<file path="config.mk">
export PLATFORM = sky130hd
export DESIGN_NAME = current_fault_monitor
export DESIGN_NICKNAME = d
export VERILOG_FILES = /design/src/pkg/cfm_pkg.sv /design/src/design/pin_sync.sv /design/src/design/delay_qual.sv /design/src/design/current_fault_monitor.sv
export SDC_FILE = /design/constraint.sdc
export NUM_CORES = 1
export LEC_CHECK = 0
export BUFFER_PORTS_ARGS = -buffer_cell sky130_fd_sc_hd__buf_2
export CAP_MARGIN = 15
export CORE_ASPECT_RATIO = 0.8
export CORE_MARGIN = 2
export CORE_UTILIZATION = 45
export DETAILED_ROUTE_END_ITERATION = 10
export GPL_TIMING_DRIVEN = 0
export MAX_ROUTING_LAYER = met4
export SYNTH_ARGS = -nofsm -noshare
export SYNTH_HDL_FRONTEND = slang
export SYNTH_HIERARCHICAL = 1
export SYNTH_SLANG_ARGS = --single-unit
export TNS_END_PERCENT = 5
</file>
<file path="constraint.sdc">
create_clock -name mclk -period 5.2 [get_ports mclk]
set_clock_uncertainty 0.2 [all_clocks]
set_input_delay 0 -clock mclk [delete_from_list [all_inputs] [get_ports mclk]]
set_output_delay 0 -clock mclk [all_outputs]
set_load 0.05 [all_outputs]
</file>
<file path="src/pkg/cfm_pkg.sv">
// shared constants and carrier types for the current fault monitor
package cfm_pkg;
   localparam int unsigned CLK_HZ       = 200_000_000;
   localparam int unsigned STAB_TIME_US = 6000;
   localparam int unsigned STAB_CYCLES  = (STAB_TIME_US * (CLK_HZ / 1_000_000));
   // default delays in microseconds, redefinable per product code
   localparam int unsigned OCU_DET_US   = 10000;
   localparam int unsigned OCU_REL_US   = 10000;
   localparam int unsigned OCO_DET_US   = 10000;
   localparam int unsigned OCO_REL_US   = 10000;
   localparam int unsigned SC_DET_US    = 300;
   localparam int unsigned SC_REL_US    = 10000;
   localparam int unsigned WK_DET_US    = 1000;
   localparam int unsigned UVR_REL_US   = 10000;
   localparam int unsigned CYC_PER_US   = CLK_HZ / 1_000_000;
   localparam int unsigned CNT_W        = 32;
   localparam int unsigned CELLS_MAX    = 5;
   // release count for levels that drop out at once
   localparam int unsigned QUICK_REL_CYC = 1;

   // interrupt request flags
   typedef struct packed {
      logic wake_event_req;
      logic short_circuit_req;
      logic chg_overcurrent_req;
      logic dischg_overcurrent_req;
   } irq_req_s;

   // error flags
   typedef struct packed {
      logic under_volt_err;
      logic short_circuit_err;
      logic chg_overcurrent_err;
      logic dischg_overcurrent_err;
   } err_flags_s;

   // qualified comparator levels
   typedef struct packed {
      logic wake_above;
      logic sc_above;
      logic oco_above;
      logic ocu_above;
   } cmp_s;

   localparam irq_req_s   IRQ_RESET = '{default: 1'b0};
   localparam err_flags_s ERR_RESET = '{under_volt_err: 1'b1, default: 1'b0};
endpackage

</file>
<file path="src/design/pin_sync.sv">
// two-flop synchroniser for a vector of pin levels
`timescale 1ns/1ps
module pin_sync #(
   parameter int unsigned W = 1
) (
   // clock and reset
   input  wire logic         mclk,
   input  wire logic         rst_n,
   // data
   input  wire logic [W-1:0] d,
   output logic      [W-1:0] q
);
   logic [W-1:0] meta;

   always_ff @(posedge mclk or negedge rst_n) begin
      if (!rst_n) begin
         meta <= '0;
         q    <= '0;
      end else begin
         meta <= d;
         q    <= meta;
      end
   end
endmodule

</file>
<file path="src/design/delay_qual.sv">
// level qualifier: output follows input after it holds for set/release counts
`timescale 1ns/1ps
module delay_qual #(
   parameter int unsigned SET_CYC = 4,
   parameter int unsigned REL_CYC = 4
) (
   // clock and reset
   input  wire logic mclk,
   input  wire logic rst_n,
   // control
   input  wire logic clr,
   input  wire logic level,
   output logic      state
);
   localparam int unsigned W = 32;
   logic [W-1:0] cnt;
   logic [W-1:0] limit;

   always_comb begin
      limit = state ? W'(REL_CYC) : W'(SET_CYC);
   end

   // counter restarts whenever the level matches the held state
   always_ff @(posedge mclk or negedge rst_n) begin
      if (!rst_n) begin
         cnt   <= '0;
         state <= 1'b0;
      end else if (clr) begin
         cnt   <= '0;
         state <= 1'b0;
      end else if (level == state) begin
         cnt <= '0;
      end else if (cnt >= limit - W'(1)) begin
         cnt   <= '0;
         state <= level;
      end else begin
         cnt <= cnt + W'(1);
      end
   end
endmodule

</file>
<file path="src/design/current_fault_monitor.sv">
// current fault state logic with request and error flags
// Summary of operation
// - shunt above discharge limit sets fault, irq
// - discharge fault entry sets its request flag
// - reading request register clears flags, irq
// - discharge fault entry sets error, error low
// - below limit past release delay clears error
// - charge overcurrent past delay sets fault, irq
// - charge fault entry sets its request flag
// - charge fault entry sets error, error low
// - charge release delay clears charge error
// - short circuit sets indicator, irq, request
// - short circuit error set, cleared after release
// - error pin released only with no errors
// - fault release raises no interrupt
// - wake detection waits for stabilisation interval
// - enabled wake past delay sets irq, request
// - read clears wake request, releases irq
// - wake leaves error output and bits alone
// - regulator drop resets state, sets undervoltage
// - undervoltage clears after cells stay good
// - four or five cell stacks supported
// - overcurrent monitoring only after stabilisation
`timescale 1ns/1ps
module current_fault_monitor #(
   parameter int unsigned STAB_CYC = cfm_pkg::STAB_CYCLES,
   parameter int unsigned OCU_DET  = cfm_pkg::OCU_DET_US * cfm_pkg::CYC_PER_US,
   parameter int unsigned OCU_REL  = cfm_pkg::OCU_REL_US * cfm_pkg::CYC_PER_US,
   parameter int unsigned OCO_DET  = cfm_pkg::OCO_DET_US * cfm_pkg::CYC_PER_US,
   parameter int unsigned OCO_REL  = cfm_pkg::OCO_REL_US * cfm_pkg::CYC_PER_US,
   parameter int unsigned SC_DET   = cfm_pkg::SC_DET_US * cfm_pkg::CYC_PER_US,
   parameter int unsigned SC_REL   = cfm_pkg::SC_REL_US * cfm_pkg::CYC_PER_US,
   parameter int unsigned WK_DET   = cfm_pkg::WK_DET_US * cfm_pkg::CYC_PER_US,
   parameter int unsigned UVR_REL  = cfm_pkg::UVR_REL_US * cfm_pkg::CYC_PER_US
) (
   // clock and reset
   input  wire logic                  mclk,
   input  wire logic                  rst_n,
   // comparator results from the analog front end (asynchronous)
   input  wire logic                  ocu_cmp,
   input  wire logic                  oco_cmp,
   input  wire logic                  sc_cmp,
   input  wire logic                  wake_cmp,
   input  wire logic [4:0]            cell_above_uvr,
   input  wire logic                  regulator_ok,
   // configuration
   input  wire logic                  wake_enable_bit,
   input  wire logic                  five_cells,
   // register port side
   input  wire logic                  irq_read,
   output cfm_pkg::irq_req_s          irq_request_reg,
   output cfm_pkg::err_flags_s        error_reg,
   // open-drain pins: enable high pulls the pin low; monitor_active is a plain output
   output logic                       int_out,
   output logic                       int_oe,
   output logic                       err_out,
   output logic                       err_oe,
   output logic                       short_detect_out,
   output logic                       short_detect_oe,
   output logic                       monitor_active
);
   typedef enum logic [2:0] {
      ST_DROP   = 3'b001,
      ST_STAB   = 3'b010,
      ST_ACTIVE = 3'b100
   } pwr_e;

   pwr_e                state;
   pwr_e                next_state;
   logic [31:0]         stab_cnt;
   cfm_pkg::cmp_s       cmp_raw;
   cfm_pkg::cmp_s       cmp;
   cfm_pkg::cmp_s       qual;
   cfm_pkg::cmp_s       qual_d;
   logic [4:0]          cells_s;
   logic                reg_ok;
   logic                all_cells_ok;
   logic                cells_qual;
   logic                mon_clr;
   logic                wake_clr;
   cfm_pkg::irq_req_s   rise;
   logic                cells_qual_d;

   assign cmp_raw = '{wake_above: wake_cmp, sc_above: sc_cmp,
                      oco_above: oco_cmp, ocu_above: ocu_cmp};

   // pin levels cross into mclk through two flops
   pin_sync #(.W(4)) u_cmp_sync (
      .mclk  (mclk),
      .rst_n (rst_n),
      .d     (cmp_raw),
      .q     (cmp)
   );

   pin_sync #(.W(6)) u_misc_sync (
      .mclk  (mclk),
      .rst_n (rst_n),
      .d     ({regulator_ok, cell_above_uvr}),
      .q     ({reg_ok, cells_s})
   );

   // in a four-cell stack the lowest input is grounded and ignored
   always_comb begin
      all_cells_ok = &cells_s[4:1] & (cells_s[0] | ~five_cells);
   end

   // regulator drop, stabilisation, active
   always_comb begin
      next_state = state;
      case (state)
         ST_DROP: begin
            if (reg_ok) begin
               next_state = ST_STAB;
            end
         end
         ST_STAB: begin
            if (!reg_ok) begin
               next_state = ST_DROP;
            end else if (stab_cnt >= 32'(STAB_CYC) - 32'd1) begin
               next_state = ST_ACTIVE;
            end
         end
         ST_ACTIVE: begin
            if (!reg_ok) begin
               next_state = ST_DROP;
            end
         end
         default: next_state = ST_DROP;
      endcase
   end

   always_ff @(posedge mclk or negedge rst_n) begin
      if (!rst_n) begin
         state <= ST_DROP;
      end else begin
         state <= next_state;
      end
   end

   always_ff @(posedge mclk or negedge rst_n) begin
      if (!rst_n) begin
         stab_cnt <= '0;
      end else if (state != ST_STAB) begin
         stab_cnt <= '0;
      end else begin
         stab_cnt <= stab_cnt + 32'd1;
      end
   end

   // current and wake qualifiers are held cleared outside the active state
   assign mon_clr  = (state != ST_ACTIVE);
   assign wake_clr = mon_clr | ~wake_enable_bit;

   delay_qual #(.SET_CYC(OCU_DET), .REL_CYC(OCU_REL)) u_ocu (
      .mclk  (mclk),
      .rst_n (rst_n),
      .clr   (mon_clr),
      .level (cmp.ocu_above),
      .state (qual.ocu_above)
   );

   delay_qual #(.SET_CYC(OCO_DET), .REL_CYC(OCO_REL)) u_oco (
      .mclk  (mclk),
      .rst_n (rst_n),
      .clr   (mon_clr),
      .level (cmp.oco_above),
      .state (qual.oco_above)
   );

   delay_qual #(.SET_CYC(SC_DET), .REL_CYC(SC_REL)) u_sc (
      .mclk  (mclk),
      .rst_n (rst_n),
      .clr   (mon_clr),
      .level (cmp.sc_above),
      .state (qual.sc_above)
   );

   delay_qual #(.SET_CYC(WK_DET), .REL_CYC(cfm_pkg::QUICK_REL_CYC)) u_wake (
      .mclk  (mclk),
      .rst_n (rst_n),
      .clr   (wake_clr),
      .level (cmp.wake_above),
      .state (qual.wake_above)
   );

   // cell release uses the same qualifier; it runs once the regulator is back
   delay_qual #(.SET_CYC(UVR_REL), .REL_CYC(cfm_pkg::QUICK_REL_CYC)) u_uvr (
      .mclk  (mclk),
      .rst_n (rst_n),
      .clr   (state == ST_DROP),
      .level (all_cells_ok),
      .state (cells_qual)
   );

   always_ff @(posedge mclk or negedge rst_n) begin
      if (!rst_n) begin
         qual_d       <= '0;
         cells_qual_d <= 1'b0;
      end else begin
         qual_d       <= qual;
         cells_qual_d <= cells_qual;
      end
   end

   // only entries make requests; releases never do
   always_comb begin
      rise.dischg_overcurrent_req = qual.ocu_above & ~qual_d.ocu_above;
      rise.chg_overcurrent_req    = qual.oco_above & ~qual_d.oco_above;
      rise.short_circuit_req      = qual.sc_above & ~qual_d.sc_above;
      rise.wake_event_req         = qual.wake_above & ~qual_d.wake_above;
   end

   // request flags: a new event wins over a read in the same cycle
   always_ff @(posedge mclk or negedge rst_n) begin
      if (!rst_n) begin
         irq_request_reg <= cfm_pkg::IRQ_RESET;
      end else if (state == ST_DROP) begin
         irq_request_reg <= cfm_pkg::IRQ_RESET;
      end else if (irq_read) begin
         irq_request_reg <= rise;
      end else begin
         irq_request_reg <= irq_request_reg | rise;
      end
   end

   // current error flags track qualified states, undervoltage clears on cell release; wake never touches them
   always_ff @(posedge mclk or negedge rst_n) begin
      if (!rst_n) begin
         error_reg <= cfm_pkg::ERR_RESET;
      end else if (state == ST_DROP) begin
         error_reg <= cfm_pkg::ERR_RESET;
      end else begin
         error_reg.dischg_overcurrent_err <= qual.ocu_above;
         error_reg.chg_overcurrent_err    <= qual.oco_above;
         error_reg.short_circuit_err      <= qual.sc_above;
         if (cells_qual & ~cells_qual_d) begin
            error_reg.under_volt_err <= 1'b0;
         end
      end
   end

   // pins mirror flags a cycle later so they come from flops
   always_ff @(posedge mclk or negedge rst_n) begin
      if (!rst_n) begin
         int_oe          <= 1'b0;
         err_oe          <= 1'b1;
         short_detect_oe <= 1'b0;
         monitor_active  <= 1'b0;
      end else begin
         int_oe          <= |irq_request_reg;
         err_oe          <= |error_reg;
         short_detect_oe <= error_reg.short_circuit_err;
         monitor_active  <= (state == ST_ACTIVE);
      end
   end

   // pulled-low value is constant; the enable carries the indication
   always_ff @(posedge mclk or negedge rst_n) begin
      if (!rst_n) begin
         int_out          <= 1'b0;
         err_out          <= 1'b0;
         short_detect_out <= 1'b0;
      end else begin
         int_out          <= 1'b0;
         err_out          <= 1'b0;
         short_detect_out <= 1'b0;
      end
   end

   // checks
   a_ocu_req_set: assert property (
      @(posedge mclk) disable iff (!rst_n)
      rise.dischg_overcurrent_req && state != ST_DROP
      |=> irq_request_reg.dischg_overcurrent_req)
      else $error("discharge request not set");
   a_chg_err_set: assert property (
      @(posedge mclk) disable iff (!rst_n)
      rise.chg_overcurrent_req && state != ST_DROP
      |=> error_reg.chg_overcurrent_err)
      else $error("charge error not set");
   a_sc_req_set: assert property (
      @(posedge mclk) disable iff (!rst_n)
      rise.short_circuit_req && state != ST_DROP
      |=> irq_request_reg.short_circuit_req)
      else $error("short request not set");
   a_read_clear: assert property (
      @(posedge mclk) disable iff (!rst_n)
      irq_read && rise == '0 && state != ST_DROP
      |=> irq_request_reg == '0)
      else $error("read did not clear requests");
   a_int_follow: assert property (
      @(posedge mclk) disable iff (!rst_n)
      |irq_request_reg
      |=> int_oe)
      else $error("interrupt pin not driven");
   a_int_release: assert property (
      @(posedge mclk) disable iff (!rst_n)
      irq_request_reg == '0
      |=> !int_oe)
      else $error("interrupt pin held without request");
   a_err_follow: assert property (
      @(posedge mclk) disable iff (!rst_n)
      $rose(qual.ocu_above) && state == ST_ACTIVE
      |=> ##1 err_oe)
      else $error("error pin not driven on fault");
   a_err_combined: assert property (
      @(posedge mclk) disable iff (!rst_n)
      error_reg != '0
      |=> err_oe)
      else $error("error pin released while errors set");
   a_err_release: assert property (
      @(posedge mclk) disable iff (!rst_n)
      error_reg == '0
      |=> !err_oe)
      else $error("error pin held without errors");
   a_no_rel_irq: assert property (
      @(posedge mclk) disable iff (!rst_n)
      $fell(qual.oco_above) && !irq_request_reg.chg_overcurrent_req
      |=> !irq_request_reg.chg_overcurrent_req)
      else $error("release raised a request");
   a_drop_init: assert property (
      @(posedge mclk) disable iff (!rst_n)
      state == ST_DROP
      |=> error_reg.under_volt_err && irq_request_reg == '0)
      else $error("drop did not initialise");
   a_stab_quiet: assert property (
      @(posedge mclk) disable iff (!rst_n)
      state != ST_ACTIVE
      |=> !qual.ocu_above && !qual.wake_above)
      else $error("monitoring outside active state");
   a_wake_gated: assert property (
      @(posedge mclk) disable iff (!rst_n)
      !wake_enable_bit
      |=> !qual.wake_above)
      else $error("wake qualified while disabled");
   a_sc_pin: assert property (
      @(posedge mclk) disable iff (!rst_n)
      error_reg.short_circuit_err
      |=> short_detect_oe)
      else $error("short indicator not driven");
   c_ocu: cover property (@(posedge mclk) disable iff (!rst_n) rise.dischg_overcurrent_req);
   c_sc: cover property (@(posedge mclk) disable iff (!rst_n) rise.short_circuit_req);
   c_wake: cover property (@(posedge mclk) disable iff (!rst_n) rise.wake_event_req);
   c_uv_rel: cover property (@(posedge mclk) disable iff (!rst_n) $fell(error_reg.under_volt_err));
endmodule

</file>
==> flow_summary.toml, run 1 <==
[outcome]
status = "complete, no violations"

[yosys]
yosysUniqueCellTypes = 68
async_flop_share = 1.00
syn_area_um2 = 10800
syn_inst = 977
syn_area_per_cell_um2 = 11.1
synth_flop_cell = "dfrtp_1"
yosys_register_bits = 237
yosysSeqAreaShare = 0.548
synth_edf_count = 0
ys_warn_count = 6

[worst_setup_path]
worstPathMaxFanout = 16
crit_path_end_kind = "flop"
r2r-start = "u_uvr/state$_DFFE_PN0P_"
cp_top_family = "compound AO/OA/AOI/OAI gates"
start_kind = "flop"
startpoint = "u_uvr/state$_DFFE_PN0P_"
worstPathCellList = "inv_1 > ha_1 > nand2b_1 > a2111oi_0 > o31ai_1 > a221oi_2 > o211ai_2 > buf_6 > nor2_1"
worstPathArrival_ns = 3.15
critPathMaxStageDelay_ns = 0.71
worst-setup-path-type = "flop to flop"
critical_path_required_ns = 5.45
cp_slowest_cell = "dfrtp_1"
critPathBufInv = 2

[cts]
ctsHtreeMaxLevel = 1
ctsResizeCount = 0
clock_latency_ns = 0.52
clk_pin_slew_worst_paths_ns = 0.06
numCtsBuffers = 25
clock_path_buffers = 3
cts_tree = "done"
cts_sinks = 237
clock-root-buffer = "clkbuf_16"

[power]
powerDensity_nw_per_um2 = 317
ir_drop_mv = 0.265
p_leak_uw = 0.00560

[grt]
grt_first_pass_wirelength_um = 33600
grt_pass1_vias = 6853
grt_use_total = 0.166
grt_max_degree = 110
antenna_found_initial = 0
gr-total-overflow = 0

[die]
core_area_um2 = 23500
die_height_um = 143
die_area_um2 = 25300
row_count = 50
start_util = 0.461
io-pin-count = 30
die_w_um = 177

[placement]
io_buffers = 26
dp_hpwl_um = 12800
gp_congestion = 0.795
placed_area_um2 = 11600
placed_cells = 1369

[routing]
drt-vias-per-instance = 4.91
vias = 7070
drt-initial-drc-count = 433
dr.pass1.iters = 4
wire_per_inst_um = 13.4
post-route-drc-count = 0
wirelength_um = 19300
drt.antenna.violating_nets = 0

[cells_and_area]
drive_gt1_frac = 0.150
register_area_um2 = 5930
mostFrequentLayoutCells = "234 x dfrtp_1, 140 x nor2_1, 64 x xor2_1"
n_antenna_cell = 0
instances_no_fill = 1441
fillers = 2082
final_common_cell = "dfrtp_1"
final_cell_area_um2 = 12800
num-nets-final = 1165
multi_input_area_um2 = 4810
area.growth.synth_to_final_pct = 18.2

[timing]
worst_pin_slew_ns = 0.920
period_share = 0.558
max-slew-margin-rel = 0.384
hold_viol_final = 0
min_period_ns = 2.90
max_clock_freq_mhz = 345
finalMaxSlewViolations = 0
setup_viol = 0
rsz0062_at_grt = "false"

[min_path]
hp-start = "irq_read"
hp-class = "primary input to flop"

[job]
drv_cap = 0
[where the power goes]
group	switching [µW]	total [µW]	internal, µW
registers	25.4	1920	1890
logic	124	183	59.1
clock network	728	1970	1240
total	877	4070	3190
[metal layers]
metal,GRT usage,part of all wire,up-vias
li1,-,-,3571
met1,0.253,0.53,3392
met4,0.0397,0.022,0
met2,0.232,0.42,75
met3,0.0242,0.027,32
met5,-,0,-
[final cells by class]
type                    count  share of cell area
clock buffers              32              0.0540
multi-input cells         741               0.376
inverters                  29             0.00850
repair buffers             54              0.0363
clock inverters            14              0.0180
well taps                 312              0.0305
flip-flops and latches    237               0.463
plain buffers              22              0.0139
[stage by stage]
step / total power (µW) / utilization / TNS, ns / hold WS (ns) / setup WS [ns]
floorplan: 2030 / - / 0 / -0.496 / 2.63
finish: 4070 / 0.545 / 0 / 0.109 / 2.30
global route: 4230 / 0.545 / 0 / 0.132 / 2.02
CTS: 4130 / 0.545 / 0 / 0.0808 / 2.24
detailed placement: 2120 / 0.494 / 0 / -0.286 / 2.25
global placement: 2110 / 0.491 / -67.35 / -0.0916 / -0.319
[repair_timing]
action	CTS	global route
setup buffers	0	0
hold endpoints to repair	284	0
hold buffers	26	0
[Yosys cell counts (4+ instances only)]
| cell | number | share of area |
|---|---|---|
| conb_1 | 6 | 0.0021 |
| xnor2_1 | 59 | 0.048 |
| nor4_1 | 18 | 0.010 |
| nand3_2 | 4 | 0.0037 |
| clkbuf_1 | 5 | 0.0017 |
| and3_1 | 17 | 0.0098 |
| nand2b_1 | 17 | 0.0098 |
| nand2_1 | 58 | 0.020 |
| o21a_1 | 4 | 0.0028 |
| a31o_2 | 6 | 0.0048 |
| nand4_1 | 27 | 0.016 |
| a21o_1 | 6 | 0.0042 |
| a211oi_1 | 4 | 0.0028 |
| nand4b_1 | 4 | 0.0032 |
| or2_2 | 4 | 0.0023 |
| nor2_1 | 140 | 0.048 |
| nor3_1 | 21 | 0.0097 |
| o21ai_0 | 10 | 0.0046 |
| and4_1 | 12 | 0.0097 |
| buf_6 | 10 | 0.010 |
| mux2i_1 | 5 | 0.0046 |
| inv_1 | 29 | 0.010 |
| a21oi_1 | 20 | 0.0092 |
| nand3_1 | 49 | 0.023 |
| nor2_2 | 29 | 0.017 |
| dfrtp_1 | 234 | 0.54 |
| nand4_2 | 4 | 0.0046 |
| ha_1 | 40 | 0.046 |
| buf_4 | 5 | 0.0035 |
| nor4_2 | 5 | 0.0058 |
| xor2_1 | 64 | 0.052 |
[cells by family after synthesis]
group           count (synthesis)  share of synthesized area
simple gates                  445                      0.225
flops                         237                      0.548
xor+xnor                      123                     0.0994
compound gates                 70                     0.0485
buf+inv                        51                     0.0264
fa+ha+maj                      40                     0.0462
other cells                     6                    0.00208
mux                             5                    0.00462
[tightest hold or removal path, cell delays in order]
cell and delay (ns):
dlygate4sd3_1 0.52, buf_2 0.13, nand2b_1 0.10, a21oi_1 0.05
[path summary, 6_finish.rpt]
| kind | end | slack, ns | cells past startpoint |
|---|---|---|---|
| max in group asynchronous | u_sc/cnt[2]$_DFF_PN0_ | 3.87 | 4 |
| setup reg to reg | u_uvr/cnt[17]$_DFF_PN0_ | 2.30 | 9 |
| hold / removal | irq_request_reg[0]$_DFF_PN0_ | 0.11 | 4 |
| min in group asynchronous | state[0]$_DFFE_PN1P_ | 0.39 | 3 |
| hold reg to reg | u_misc_sync/q[5]$_DFF_PN0_ | 0.15 | 0 |
| setup / recovery | u_uvr/cnt[17]$_DFF_PN0_ | 2.30 | 9 |
Note: power is estimated with default switching activity, not from simulation.
==> inputs of run 2 (changes only) <==
Clock period 5.2 ns to 2.6 ns, I/O delays scaled along.
==> run 2 against run 1 <==
Compared with the run above:
- combinational power up 110%
- count of clock-buffer cells in the layout stayed put
- flip-flop and latch count unchanged
- largest cell class unchanged
==> flow_summary.toml, run 2 (same netlist as run 1, synthesis figures left out) <==
[timing]
hold_viol_final = 0
fin_hold_ws_ns = 0.109
finalMaxSlewViolations = 0
period_share = 0.955
worst_pin_slew_ns = 0.942
max_clock_freq_mhz = 403
setup_viol = 0
setup_tns_ns = 0
rsz0062_at_grt = "false"
setup_slack_ns = 0.116
max-slew-margin-rel = 0.370
min_period_ns = 2.48

[worst_setup_path]
reg2reg_slack_ns = 0.12
r2r_cells = 6
critical_path_required_ns = 2.85
worstPathMaxFanout = 10
worstPathArrival_ns = 2.74
critPathMaxStageDelay_ns = 0.57
r2r-start = "u_uvr/cnt[14]$_DFF_PN0_"
worstPathCellList = "or4_1 > or3b_1 > a221oi_2 > o211ai_2 > buf_6 > nor2_1"
reg2reg_to = "u_uvr/cnt[17]$_DFF_PN0_"
worst-setup-path-type = "flop to flop"
start_kind = "flop"
crit_path_end_kind = "flop"
cp_slowest_cell = "or4_1"

[die]
io-pin-count = 30
die_height_um = 143
die_area_um2 = 25300
row_count = 50
start_util = 0.461
core_area_um2 = 23500
die_w_um = 177

[routing]
drt-initial-drc-count = 397
wire_per_inst_um = 13.4
vias = 7052
dr.pass1.iters = 4
post-route-drc-count = 0
drt.antenna.violating_nets = 0
wirelength_um = 19500
drt-vias-per-instance = 4.87

[grt]
antenna_found_initial = 0
grt_max_degree = 110
grt_pass1_vias = 6870
grt_first_pass_wirelength_um = 33700
grt_use_total = 0.166
gr-total-overflow = 0

[cts]
cts_sinks = 237
ctsHtreeMaxLevel = 1
cts_tree = "done"
numCtsBuffers = 25
clock_latency_ns = 0.53
clock-root-buffer = "clkbuf_16"
clock_path_buffers = 3
clk_pin_slew_worst_paths_ns = 0.06

[cells_and_area]
drive_gt1_frac = 0.163
area.growth.synth_to_final_pct = 19.1
n_antenna_cell = 0
mostFrequentLayoutCells = "231 x dfrtp_1, 140 x nor2_1, 64 x xor2_1"
final_util = 0.549
num-nets-final = 1172
final_common_cell = "dfrtp_1"

[min_path]
hp-start = "irq_read"
hold-path-endpoint = "irq_request_reg[0]$_DFF_PN0_"
hp-class = "primary input to flop"
holdPathStages = 4

[placement]
dp_slack_ns = -0.353
dp_hpwl_um = 12800
gp_congestion = 0.795
io_buffers = 26

[outcome]
status = "complete, no violations"

[power]
p_total_uw = 8150
ir_drop_mv = 0.531
powerDensity_nw_per_um2 = 632
p_leak_uw = 0.00564

[job]
drv_cap = 0
==> run 2: cell types whose count changed in the layout (fill, tap and decap cells not counted), moves of 2 or more <==
cell       delta
a2111oi_0     -2
dfrtp_1       -3
a2111oi_1     +2
dfrtp_2       +3
buf_4         +6
==> run 2: layer usage <==
metal	track usage	routed length, µm	vias to the layer above	part of all wire
li1	-	-	3584	-
met1	0.254	10400	3368	0.53
met2	0.233	8110	68	0.42
met3	0.0242	525	32	0.027
met4	0.0397	418	0	0.021
met5	-	0	-	0
==> run 2: through the flow <==
step | instance area (µm²) | cells
after CTS | 12800 | 1443
after detailed placement | 11600 | 1369
final | 12900 | 1448
after floorplan | 11000 | 1029
after global placement | 11600 | 1367
after global routing | 12900 | 1448
==> run 2: worst max-delay path by stage <==
| stage | from | to | slack (ns) | cells after the start |
|---|---|---|---|---|
| after floorplan | u_uvr/state$_DFFE_PN0P_ | u_uvr/cnt[13]$_DFF_PN0_ | 0.03 | 9 |
| after global placement | rst_n | u_ocu/cnt[23]$_DFF_PN0_ | -2.92 | 1 |
| after detailed placement | u_uvr/state$_DFFE_PN0P_ | u_uvr/cnt[17]$_DFF_PN0_ | -0.35 | 9 |
| after CTS | u_wake/state$_DFFE_PN0P_ | u_wake/cnt[18]$_DFF_PN0_ | 0.0002 | 7 |
| after global routing | u_uvr/cnt[14]$_DFF_PN0_ | u_uvr/cnt[21]$_DFF_PN0_ | 0.002 | 6 |
| final | u_uvr/cnt[14]$_DFF_PN0_ | u_uvr/cnt[17]$_DFF_PN0_ | 0.12 | 6 |
==> run 2: cell type report <==
| cell class | instances | area, µm² |
|---|---|---|
| Fill cell | 2076 | 10600 |
| Sequential cell | 237 | 5940 |
| Multi-Input combinational cell | 741 | 4840 |
| Clock buffer | 32 | 692 |
| Timing Repair Buffer | 61 | 522 |
| Tap cell | 312 | 390 |
| Clock inverter | 14 | 230 |
| Buffer | 22 | 178 |
| Inverter | 29 | 109 |
==> run 2: power breakdown <==
part	switching [µW]	internal, µW
logic	255	123
registers	56.0	3780
clock network	1460	2480
==> run 2: worst max-delay path: cells and delay by family, from the launching register on <==
family / cells / cell delay, ns
simple gates: 3 / 1.08
compound gates: 2 / 0.51
buf+inv: 1 / 0.19
flops: 1 / 0.42
==> run 2: what timing repair did <==
action	4_1_cts	5_1_grt
buffers inserted	2	5
endpoints found under the hold margin	284	0
endpoints found under the setup margin	47	63
pin swaps	0	2
resized for setup	3	10
hold buffers	26	0
